===== config.mk =====
export PLATFORM = sky130hd
export DESIGN_NAME = led_dim_enable_fault_sequencer
export DESIGN_NICKNAME = d
export VERILOG_FILES = /design/src/pkg/dim_seq_pkg.sv /design/src/rtl/led_dim_enable_fault_sequencer.sv
export SDC_FILE = /design/constraint.sdc
export NUM_CORES = 1
export LEC_CHECK = 0
export ABC_AREA = 0
export BUFFER_PORTS_ARGS = -buffer_cell sky130_fd_sc_hd__buf_2
export CAP_MARGIN = 0
export CORE_MARGIN = 2
export CORE_UTILIZATION = 51
export CTS_CLUSTER_DIAMETER = 150
export CTS_CLUSTER_SIZE = 14
export DETAILED_ROUTE_END_ITERATION = 16
export GPL_ROUTABILITY_DRIVEN = 0
export HOLD_SLACK_MARGIN = 0.12
export PLACE_DENSITY_LB_ADDON = 0.15
export SYNTH_ARGS = -nofsm -noshare
export SYNTH_HDL_FRONTEND = slang
export SYNTH_SLANG_ARGS = --single-unit

===== constraint.sdc =====
create_clock -name CLK -period 3.3 [get_ports CLK]
set_input_delay 0.165 -clock CLK [delete_from_list [all_inputs] [get_ports CLK]]
set_output_delay 0.165 -clock CLK [all_outputs]
set_load 0.01 [all_outputs]

===== src/pkg/dim_seq_pkg.sv =====
// Overview of operation
// Dim drive buffers the enable/dim input level.
// Enable high: device enabled, dim switch on.
// Enable low: device disabled, dim switch off.
// Low over 32,000 switching cycles enters standby.
// Re-enable after disable goes through soft start.
// Floating enable input is treated as high.
// Analog level below 0.1V turns output off.
// Overvoltage forces both drives and fault low.
// Overvoltage state holds until below hysteresis point.
// String short check only in boost configuration.
// Short declared after two cycles above threshold.
// Short starts hiccup, dim drive held low.
// Hiccup off time expiry attempts a restart.
// Persisting short repeats the off/retry cycle.
// Cleared short returns to normal regulation.
// Die above 165C: standby and fault low.
// No restart until die below 145C.
// Hiccup off time is 16,000 switching cycles.
// Fault flag is open drain, low on fault.
// Low-duration count clears whenever enable is high.
// Host treats low flag as fault, drives clean levels.
`default_nettype none
package dim_seq_pkg;

    // Register byte offsets
    localparam logic [4:0] OFS_CONTROL = 5'h00;
    localparam logic [4:0] OFS_SOFT_START = 5'h04;
    localparam logic [4:0] OFS_STATUS = 5'h08;
    localparam logic [4:0] OFS_EVENTS = 5'h0C;
    localparam logic [4:0] OFS_RETRIES = 5'h10;

    // Control fields
    localparam int CTRL_BOOST_BIT = 0;
    localparam int CTRL_SHORT_EN_BIT = 1;
    localparam logic [1:0] CTRL_RESET = 2'h3;

    // Status fields
    localparam int STAT_ENABLE_BIT = 4;
    localparam int STAT_STANDBY_BIT = 5;
    localparam int STAT_FAULT_BIT = 6;

    // Sticky event bits
    localparam int EV_OVP_BIT = 0;
    localparam int EV_SHORT_BIT = 1;
    localparam int EV_THERMAL_BIT = 2;
    localparam int EV_STANDBY_BIT = 3;

    // Counts, in switching cycles
    localparam logic [15:0] STANDBY_CYCLES_DEF = 16'h7D00;
    localparam logic [15:0] HICCUP_CYCLES_DEF = 16'h3E80;
    localparam logic [1:0] SHORT_TICKS = 2'h2;
    localparam logic [15:0] SOFT_START_RESET = 16'h0040;

    // Sensed inputs, as they arrive from pads and comparators
    typedef struct packed {
        logic en_pin;
        logic en_float;
        logic analog_low;
        logic overvoltage_sense;
        logic ovp_clear;
        logic overcurrent;
        logic hot;
        logic cool;
        logic sw_tick;
    } sense_t;

    // Enable high, overvoltage and thermal comparators in their safe state
    localparam logic [8:0] SENSE_RESET = 9'h192;

    typedef enum logic [2:0] {
        ST_STANDBY,
        ST_SOFT_START,
        ST_RUN,
        ST_DISABLED,
        ST_HICCUP,
        ST_OVP,
        ST_THERMAL
    } seq_state_t;

endpackage
`default_nettype wire


===== src/rtl/led_dim_enable_fault_sequencer.sv =====
`timescale 1ns/1ns
`default_nettype none
module led_dim_enable_fault_sequencer
    import dim_seq_pkg::*;
#(
    parameter logic [15:0] STANDBY_CYCLES = STANDBY_CYCLES_DEF,
    parameter logic [15:0] HICCUP_CYCLES = HICCUP_CYCLES_DEF
) (
    // Clock and reset
    input wire logic CLK,
    input wire logic RESET,
    // Avalon-MM slave
    input wire logic [4:0] AVS_ADDRESS,
    input wire logic AVS_READ,
    input wire logic AVS_WRITE,
    input wire logic [31:0] AVS_WRITEDATA,
    input wire logic [3:0] AVS_BYTEENABLE,
    output logic [31:0] AVS_READDATA,
    output logic AVS_WAITREQUEST,
    // Enable/dim pad and pad float detect
    input wire logic EN_DIM_PIN,
    input wire logic EN_DIM_FLOAT,
    // Analog comparator results
    input wire logic ANALOG_LEVEL_INPUT_LOW,
    input wire logic OVERVOLTAGE_SENSE,
    input wire logic OVERVOLTAGE_CLEAR,
    input wire logic STRING_OVERCURRENT,
    input wire logic TEMP_HOT,
    input wire logic TEMP_COOL,
    // One pulse per switching cycle from the oscillator
    input wire logic SWITCH_TICK,
    // Drives and mode outputs
    output logic POWER_SWITCH_DRIVE,
    output logic DIM_SWITCH_DRIVE,
    output logic SOFT_START_ACTIVE,
    output logic STANDBY_MODE,
    // Open-drain fault flag
    output logic FAULT_FLAG_N_OUT,
    output logic FAULT_FLAG_N_OE_N
);

    function automatic logic is_fault(input seq_state_t st);
        is_fault = (st == ST_OVP) || (st == ST_HICCUP) || (st == ST_THERMAL);
    endfunction

    function automatic logic [31:0] merge_bytes(input logic [31:0] old, input logic [31:0] wd,
                                                input logic [3:0] be);
        logic [31:0] res;
        res = old;
        for (int i = 0; i < 4; i++) begin
            if (be[i]) begin
                res[8*i +: 8] = wd[8*i +: 8];
            end
        end
        merge_bytes = res;
    endfunction

    ////////////////////////////////////////////////////////////////////////////
    // Input synchronisers

    logic [8:0] sync1;
    logic [8:0] sync2;
    logic [8:0] sync3;
    logic [8:0] filt;
    logic tick_prev;
    sense_t s;
    logic en_eff;
    logic tick;

    // A bit moves only when the second and third stages agree
    always_ff @(posedge CLK or posedge RESET) begin
        if (RESET) begin
            sync1 <= SENSE_RESET;
            sync2 <= SENSE_RESET;
            sync3 <= SENSE_RESET;
            filt <= SENSE_RESET;
        end else begin
            sync1 <= {EN_DIM_PIN, EN_DIM_FLOAT, ANALOG_LEVEL_INPUT_LOW, OVERVOLTAGE_SENSE,
                      OVERVOLTAGE_CLEAR, STRING_OVERCURRENT, TEMP_HOT, TEMP_COOL, SWITCH_TICK};
            sync2 <= sync1;
            sync3 <= sync2;
            filt <= (sync2 & sync3) | (filt & (sync2 ^ sync3));
        end
    end

    always_ff @(posedge CLK or posedge RESET) begin
        if (RESET) begin
            tick_prev <= 1'b0;
        end else begin
            tick_prev <= s.sw_tick;
        end
    end

    assign s = sense_t'(filt);
    assign tick = s.sw_tick & ~tick_prev;
    // An undriven pad rests on its pull-up
    assign en_eff = s.en_pin | s.en_float;

    ////////////////////////////////////////////////////////////////////////////
    // Registers

    logic [1:0] ctrl;
    logic [15:0] ss_len;
    logic [3:0] events;
    logic [15:0] retries;
    logic ack;
    logic wr_go;
    logic boost_mode;
    logic short_en;

    assign AVS_WAITREQUEST = (AVS_READ | AVS_WRITE) & ~ack;
    assign wr_go = AVS_WRITE & ack;
    assign boost_mode = ctrl[CTRL_BOOST_BIT];
    assign short_en = ctrl[CTRL_SHORT_EN_BIT];

    // One wait cycle lets read data settle in a flip-flop
    always_ff @(posedge CLK or posedge RESET) begin
        if (RESET) begin
            ack <= 1'b0;
        end else begin
            ack <= (AVS_READ | AVS_WRITE) & ~ack;
        end
    end

    always_ff @(posedge CLK or posedge RESET) begin
        if (RESET) begin
            ctrl <= CTRL_RESET;
            ss_len <= SOFT_START_RESET;
        end else if (wr_go) begin
            if (AVS_ADDRESS == OFS_CONTROL) begin
                ctrl <= 2'(merge_bytes({30'h0, ctrl}, AVS_WRITEDATA, AVS_BYTEENABLE));
            end
            if (AVS_ADDRESS == OFS_SOFT_START) begin
                ss_len <= 16'(merge_bytes({16'h0, ss_len}, AVS_WRITEDATA, AVS_BYTEENABLE));
            end
        end
    end

    ////////////////////////////////////////////////////////////////////////////
    // Sequencer

    seq_state_t state;
    seq_state_t next_state;
    logic [15:0] cycles;
    logic [1:0] oc_ticks;
    logic short_declared;
    logic hiccup_done;

    // Short check runs only in the soft-start and run states
    assign short_declared = boost_mode && short_en && s.overcurrent && tick
                            && (oc_ticks >= SHORT_TICKS - 2'h1)
                            && (state == ST_RUN || state == ST_SOFT_START);
    assign hiccup_done = tick && (cycles == HICCUP_CYCLES - 16'h1);

    always_comb begin
        next_state = state;
        if (s.hot && state != ST_THERMAL) begin
            next_state = ST_THERMAL;
        end else if (s.overvoltage_sense && state != ST_THERMAL && state != ST_OVP) begin
            next_state = ST_OVP;
        end else begin
            unique case (state)
                ST_STANDBY: begin
                    if (en_eff) begin
                        next_state = ST_SOFT_START;
                    end
                end
                ST_SOFT_START: begin
                    if (short_declared) begin
                        next_state = ST_HICCUP;
                    end else if (!en_eff) begin
                        next_state = ST_DISABLED;
                    end else if (cycles >= ss_len) begin
                        next_state = ST_RUN;
                    end
                end
                ST_RUN: begin
                    if (short_declared) begin
                        next_state = ST_HICCUP;
                    end else if (!en_eff) begin
                        next_state = ST_DISABLED;
                    end
                end
                ST_DISABLED: begin
                    if (en_eff) begin
                        next_state = ST_SOFT_START;
                    end else if (tick && cycles >= STANDBY_CYCLES) begin
                        next_state = ST_STANDBY;
                    end
                end
                ST_HICCUP: begin
                    if (hiccup_done) begin
                        next_state = ST_SOFT_START;
                    end
                end
                ST_OVP: begin
                    if (s.ovp_clear && !s.overvoltage_sense) begin
                        next_state = ST_STANDBY;
                    end
                end
                ST_THERMAL: begin
                    if (s.cool) begin
                        next_state = ST_STANDBY;
                    end
                end
            endcase
        end
    end

    always_ff @(posedge CLK or posedge RESET) begin
        if (RESET) begin
            state <= ST_STANDBY;
        end else begin
            state <= next_state;
        end
    end

    // Shared switching-cycle counter; any state change restarts it
    always_ff @(posedge CLK or posedge RESET) begin
        if (RESET) begin
            cycles <= 16'h0;
        end else if (next_state != state || en_eff && state == ST_DISABLED) begin
            cycles <= 16'h0;
        end else if (tick && cycles != 16'hFFFF) begin
            cycles <= cycles + 16'h1;
        end
    end

    // Consecutive switching cycles spent above the short threshold
    always_ff @(posedge CLK or posedge RESET) begin
        if (RESET) begin
            oc_ticks <= 2'h0;
        end else if (!s.overcurrent || next_state != state) begin
            oc_ticks <= 2'h0;
        end else if (tick && oc_ticks != 2'h3) begin
            oc_ticks <= oc_ticks + 2'h1;
        end
    end

    // Retry count saturates so a stuck short cannot wrap it
    always_ff @(posedge CLK or posedge RESET) begin
        if (RESET) begin
            retries <= 16'h0;
        end else if (hiccup_done && state == ST_HICCUP && retries != 16'hFFFF) begin
            retries <= retries + 16'h1;
        end
    end

    ////////////////////////////////////////////////////////////////////////////
    // Drives, taken from the next state so a fault blocks them at once

    logic next_power;

    always_comb begin
        next_power = (next_state == ST_RUN || next_state == ST_SOFT_START) && !s.analog_low;
    end

    always_ff @(posedge CLK or posedge RESET) begin
        if (RESET) begin
            POWER_SWITCH_DRIVE <= 1'b0;
            DIM_SWITCH_DRIVE <= 1'b0;
            SOFT_START_ACTIVE <= 1'b0;
            STANDBY_MODE <= 1'b1;
            FAULT_FLAG_N_OE_N <= 1'b1;
        end else begin
            POWER_SWITCH_DRIVE <= next_power;
            DIM_SWITCH_DRIVE <= next_power && en_eff;
            SOFT_START_ACTIVE <= next_state == ST_SOFT_START;
            STANDBY_MODE <= next_state == ST_STANDBY || next_state == ST_THERMAL;
            FAULT_FLAG_N_OE_N <= !is_fault(next_state);
        end
    end

    assign FAULT_FLAG_N_OUT = 1'b0;

    ////////////////////////////////////////////////////////////////////////////
    // Sticky events and read data

    logic [3:0] ev_set;

    assign ev_set[EV_OVP_BIT] = next_state == ST_OVP && state != ST_OVP;
    assign ev_set[EV_SHORT_BIT] = next_state == ST_HICCUP && state != ST_HICCUP;
    assign ev_set[EV_THERMAL_BIT] = next_state == ST_THERMAL && state != ST_THERMAL;
    assign ev_set[EV_STANDBY_BIT] = next_state == ST_STANDBY && state != ST_STANDBY;

    // Write one to clear; a fresh event in the same cycle stays set
    always_ff @(posedge CLK or posedge RESET) begin
        if (RESET) begin
            events <= 4'h0;
        end else if (wr_go && AVS_ADDRESS == OFS_EVENTS && AVS_BYTEENABLE[0]) begin
            events <= (events & ~AVS_WRITEDATA[3:0]) | ev_set;
        end else begin
            events <= events | ev_set;
        end
    end

    always_ff @(posedge CLK or posedge RESET) begin
        if (RESET) begin
            AVS_READDATA <= 32'h0;
        end else if (AVS_READ && !ack) begin
            unique case (AVS_ADDRESS)
                OFS_CONTROL: AVS_READDATA <= {30'h0, ctrl};
                OFS_SOFT_START: AVS_READDATA <= {16'h0, ss_len};
                OFS_STATUS: AVS_READDATA <= {25'h0, is_fault(state), state == ST_STANDBY, en_eff, 1'b0, state};
                OFS_EVENTS: AVS_READDATA <= {28'h0, events};
                OFS_RETRIES: AVS_READDATA <= {16'h0, retries};
                default: AVS_READDATA <= 32'h0;
            endcase
        end
    end
endmodule // led_dim_enable_fault_sequencer
`default_nettype wire


* Yosys cells after proc, flatten, opt, wreduce, memory -nomap -nowiden
Cells that the tools add are included.
** Storage, ports and cells
- Register bits :: 134
- Input port bits :: 54
- Output and inout bits :: 39
- Word-level logic and storage cells :: 132
** Operators by class
- $add $sub $neg :: 3
- Magnitude comparators :: 3
- Eq/ne operators :: 23
- Mux-type cells :: 20
- Bitwise gates (word level) :: 15
- Reduce and logical (&&, ||, !) cells :: 48
** Operators with widths (number)
- one-hot mux 16 bit (5 select lines) :: 1
- 2-to-1 mux 3 bit :: 13
- adder 16 x 1 -> 16 bit (second input constant) :: 2
- 2-to-1 mux 16 bit :: 2
- inequality test 16 bit (second input constant) :: 2
- logical AND 1 bit :: 25
- one-hot mux 3 bit (7 select lines) :: 1
- bitwise AND 9 bit :: 2
- == test 3 bit (second input constant) :: 6
- == test 16 x 14 -> 1 bit (second input constant) :: 1
- greater-or-equal comparator 16 x 15 -> 1 bit (second input constant) :: 1
- greater-or-equal comparator 16 bit :: 1
- == test 5 x 4 -> 1 bit (second input constant) :: 2
- == test 3 x 2 -> 1 bit (second input constant) :: 3
- logical OR 1 bit :: 9
- inequality test 3 bit (second input constant) :: 3
- OR 9 bit :: 1
- AND reduction 3 bit :: 3
- XOR 9 bit :: 1
- OR 4 bit :: 2
- == test 3 x 1 -> 1 bit (second input constant) :: 2
- zero test 3 bit :: 2
- == test 5 x 3 -> 1 bit (second input constant) :: 1
- == test 5 bit (second input constant) :: 1
- other kinds (15) :: 25

* Longest topological paths before layout
- Depth after elaboration :: 13
- Depth in mapped cells :: 11
- Gate-level depth less buffers :: 10

* Least setup slack after synthesis
Ideal clock, no wire load.
- Path type :: register to register
- Start :: reg cycles[1]
- End :: reg cycles[5]
- Arrival :: 2.197 ns
- Data required time :: 3.179 ns
- Path slack :: 0.982 ns
- Stages on the path, launching flop included :: 10
- Buffers on the path :: 1
- Clock period less this slack :: 2.318 ns
- Cell sequence :: dfrtp_1 > ha_1 > nor2b_1 > o211a_1 > o31ai_1 > nand3_1 > a21oi_4 > xor2_4 > buf_6 > nor3b_2
** On the way
- Longest elaborated chain between the ends :: 10
- Elaborated cells on any way between the ends :: 22
- Those cells by class :: add/sub (1); order compare (2); eq/ne (3); mux (11); reduce/logical (5)
** RTL lines
- from (decl) :: line led_dim_enable_fault_sequencer.sv:144 : logic [15:0] cycles;
- from (signal assigned) :: line led_dim_enable_fault_sequencer.sv:225 : cycles <= cycles + 16'h1;
- greater-or-equal comparator 16 bit / greater-or-equal comparator 16 x 15 -> 1 bit (equally long branches) :: line led_dim_enable_fault_sequencer.sv:173, led_dim_enable_fault_sequencer.sv:187
- 2-to-1 mux 3 bit / logical AND 1 bit (equally long branches) :: line led_dim_enable_fault_sequencer.sv:173, led_dim_enable_fault_sequencer.sv:187
- 2-to-1 mux 3 bit (on tied branches) :: line led_dim_enable_fault_sequencer.sv:171, led_dim_enable_fault_sequencer.sv:187
- 2-to-1 mux 3 bit (on tied branches) :: line led_dim_enable_fault_sequencer.sv:169, led_dim_enable_fault_sequencer.sv:185
- one-hot mux 3 bit (7 select lines) * :: line led_dim_enable_fault_sequencer.sv:162 : unique case (state)
- 2-to-1 mux 3 bit * :: line led_dim_enable_fault_sequencer.sv:159 : end else if (s.overvoltage_sense && state != ST_THERMAL && state != ST_OVP) begin
- 2-to-1 mux 3 bit * :: line led_dim_enable_fault_sequencer.sv:157 : if (s.hot && state != ST_THERMAL) begin
- named net next_state[0] :: line led_dim_enable_fault_sequencer.sv:143 : seq_state_t next_state;
- inequality test 3 bit * :: line led_dim_enable_fault_sequencer.sv:222 : end else if (next_state != state || en_eff && state == ST_DISABLED) begin
- logical OR 1 bit * :: line led_dim_enable_fault_sequencer.sv:222
- 2-to-1 mux 16 bit / nonzero test 2 bit (equally long branches)
Mark *: on every way through the listed nets, which the timed path passes. The rest lies on a longest branch. The select of a mux whose other input is x is not followed.
A chain may end at the register's enable or synchronous reset.

* Worst setup path after layout
- Start :: reg state[1]
- End :: reg oc_ticks[0]
** On the way
- Longest elaborated chain between the ends :: 10
- Elaborated cells on any way between the ends :: 32
- Those cells by class :: eq/ne (9); mux (15); reduce/logical (8)
** RTL lines
- from (decl) :: line led_dim_enable_fault_sequencer.sv:142 : seq_state_t state;
- from (signal assigned) :: line led_dim_enable_fault_sequencer.sv:214 : state <= next_state;
- == test 3 x 2 -> 1 bit / == test 3 x 1 -> 1 bit (equally long branches) :: line led_dim_enable_fault_sequencer.sv:152, led_dim_enable_fault_sequencer.sv:162
- logical OR 1 bit :: line led_dim_enable_fault_sequencer.sv:152 : && (state == ST_RUN || state == ST_SOFT_START);
- logical AND 1 bit :: line led_dim_enable_fault_sequencer.sv:152
- 2-to-1 mux 3 bit (on tied branches) :: line led_dim_enable_fault_sequencer.sv:178, led_dim_enable_fault_sequencer.sv:169
- one-hot mux 3 bit (7 select lines) :: line led_dim_enable_fault_sequencer.sv:162
- 2-to-1 mux 3 bit :: line led_dim_enable_fault_sequencer.sv:159
- 2-to-1 mux 3 bit * :: line led_dim_enable_fault_sequencer.sv:157
- named net next_state[0] :: line led_dim_enable_fault_sequencer.sv:143
- inequality test 3 bit * :: line led_dim_enable_fault_sequencer.sv:233 : end else if (!s.overcurrent || next_state != state) begin
- logical OR 1 bit * :: line led_dim_enable_fault_sequencer.sv:233
- 2-to-1 mux 2 bit / nonzero test 2 bit (equally long branches)
- to (signal assigned) :: line led_dim_enable_fault_sequencer.sv:236 : oc_ticks <= oc_ticks + 2'h1;
- to (decl) :: line led_dim_enable_fault_sequencer.sv:145 : logic [1:0] oc_ticks;
Mark *: on every way through the listed nets, which the timed path passes. The rest lies on a longest branch.

==> results.toml <==
[grt]
antenna_found_initial = 0
grt_pass1_vias = 4333
top_usage_layer = "met2"
grt_remaining_overflow = 0
grt_use_total_pct = 21.7
grt_pass1_wl_um = 21200
use_met3_pct = 5.41
use_met2_pct = 34.0
grt_start_max_net_pins = 66
met1_usage_pct = 28.7

[clock_tree]
cts_root_buf = "clkbuf_16"
cts_tree = "built"
hold_buffers = 28
cts_buffers = 17
cts.sink_count = 118
clk_pin_slew_worst_paths_ns = 0.05
worstSkewPairLatency_ns = 0.42
cts_buffer_depth = 2
postCtsSetupBuffers = 0
post_cts_resized = 0
cts_max_level = 4

[yosys]
synth-edff-count = 0
ys_warn_count = 0
synth_top_cell_by_area = "dfrtp_1"
netlist.area_leader.share_pct = 41.5
synth_cells = 547
synth.distinct_cells = 63
synth-main-ff-cell = "dfrtp_1"
syn_area_mm2 = 0.00585
syn_avg_cell_area_um2 = 10.7
synthArstFlopShare_pct = 100
synth_area_leaders = "dfrtp_1 (42%), dfstp_2 (9.4%), ha_1 (6.4%)"
synth_seq_cells = 118
seq_area_frac_synth_pct = 50.9

[detailed_routing]
vias = 4341
final_antenna_net_count = 0
drc = 0
vias_per_cell = 5.46
wire_per_inst_um = 15.9
drtPass1Iterations = 7
routed_wl_um = 12600
drt_iter0_markers = 321

[critical_path]
reg2reg_from = "state[1]"
r2r_end = "oc_ticks[0]"
reg2reg_depth = 7
arrival_ns = 3.08
worstPathRequired_ns = 3.62
crit_path_end_kind = "flip-flop"
worstPathMaxFanout = 19
start_kind = "flip-flop"
critPathKind = "reg -> reg"
timing.reg2reg.setup_slack_ns = 0.54

[layout]
nFillCells = 918
post-route-util_pct = 62.4
layout_commonest_cell = "dfrtp_1"
nNetsFinal = 723
num_antenna_cells = 0
final_area_mm2 = 0.00707
final_cell_mix = "dfrtp_1 (97), nand2_1 (64), buf_2 (57)"
final_cells = 795
drive_gt1_share_pct = 22.2
syn_to_final_growth_pct = 20.9

[floorplan]
ios = 93
die_x_um = 111
die_y_um = 111
initial_core_util_pct = 51.7
core_mm2 = 0.0113
dieArea_mm2 = 0.0123
rows = 39

[sta]
period_share_pct = 83.5
hold_viol = 0
slew_headroom_pct = 42.1
worst_pin_slew_ns = 0.867
finalSetupTns_ns = 0
max_freq_mhz = 363
slew_violations = 0
finClkSkew_ns = 0.00940
rsz0062_at_grt = "false"
finalSetupViolations = 0
min_period_ns = 2.76

[placed_design]
dp_hpwl_um = 8820
io_buffer_count = 57
dp_cells = 735
place_area_mm2 = 0.00620

[hold_path]
worstHoldEndpoint = "ctrl[0]"
hp-start = "AVS_ADDRESS[4]"
hold-path-cell-count = 3
hp-class = "in -> reg"

[status]
status = "completed"

[pwr]
p_per_area_mw_per_mm2 = 652
irDropWorstVdd_mv = 0.425
finalPower_w = 0.00461
leakage_nw = 3.32

[flow_run]
maxCapViolCount = 0
==> metal layers <==
layer | vias to the layer above | routed length [um]
li1 | 2088 | -
met1 | 2101 | 5740
met5 | - | 0
met4 | 0 | 212
met2 | 132 | 5990
met3 | 20 | 695
==> cell usage after synthesis, types with 4 or more instances <==
master / instances
buf_6: 5
and3_1: 9
nand4_1: 16
mux2_2: 6
xor2_1: 11
a21o_1: 12
dfstp_2: 21
inv_1: 24
a22oi_1: 10
or2_2: 4
nand2_1: 64
o21ai_0: 38
ha_1: 30
nor2_1: 22
nor4_1: 7
dfrtp_1: 97
nor3b_1: 7
nand3_1: 16
nor3_1: 12
clkbuf_1: 10
nand2b_1: 5
a21oi_1: 13
nor3_2: 8
nor2b_1: 6
xnor2_1: 21
buf_4: 17
==> worst max path at each step <==
stage	startpoint	endpoint	slack, ns	cells past startpoint
6_report	state[1]	oc_ticks[0]	0.54	7
5_1_grt	state[1]	oc_ticks[1]	0.36	8
4_1_cts	state[1]	oc_ticks[0]	0.54	7
3_5_place_dp	state[1]	oc_ticks[0]	0.57	7
3_3_place_gp	state[1]	oc_ticks[0]	0.62	7
2_1_floorplan	RESET	AVS_READDATA[0]	0.04	1
==> power by group <==
part | switching [W] | total (W) | internal [W]
registers | 0.000146 | 0.00173 | 0.00159
clock network | 0.000617 | 0.00182 | 0.00120
logic | 0.000680 | 0.00106 | 0.000382
total | 0.00144 | 0.00461 | 0.00317
==> stage by stage <==
stage | hold WS [ns] | setup slack [ns]
floorplan | 0.169 | 0.0406
global placement | 0.270 | 0.623
detailed placement | 0.271 | 0.568
CTS | 0.211 | 0.538
global route | 0.241 | 0.362
finish | 0.231 | 0.544
==> flip-flops by register name (all words and copies together), names as in the netlist, 9 cells and up <==
name and flops:
sync3 9, filt 9, sync2 9, sync1 9, retries 16, cycles 16, AVS_READDATA 16, ss_len 16
==> final cells by class <==
class                           count  area (um^2)  area share, %
Clock inverter                      9          126           1.79
Timing Repair Buffer               92          631           8.92
Sequential cell                   118         2980           42.1
Clock buffer                       23          458           6.48
Inverter                           25         96.3           1.36
Tap cell                          143          179           2.53
Multi-Input combinational cell    385         2600           36.8
==> kinds of logic (layout without fill, tap and decap cells) <==
logic type	count (synthesis)	after routing	synth area share (%)
simple gates	191	191	17.8
flops	118	118	50.9
compound gates	106	106	12.3
buf+inv	60	149	5.65
xor+xnor	34	34	5.54
fa+ha+maj	30	30	6.42
mux	7	7	1.33
other cells	1	17	0.0641
==> worst max-delay path: stages (launching register included) <==
cell     delay (ns)
dfrtp_1        0.64
or3_1          0.59
nor3_4         0.31
nor3_1         0.13
a21oi_4        0.37
xor2_4         0.10
buf_4          0.23
nor4b_2        0.29
Note: power is estimated with default switching activity, not from simulation.
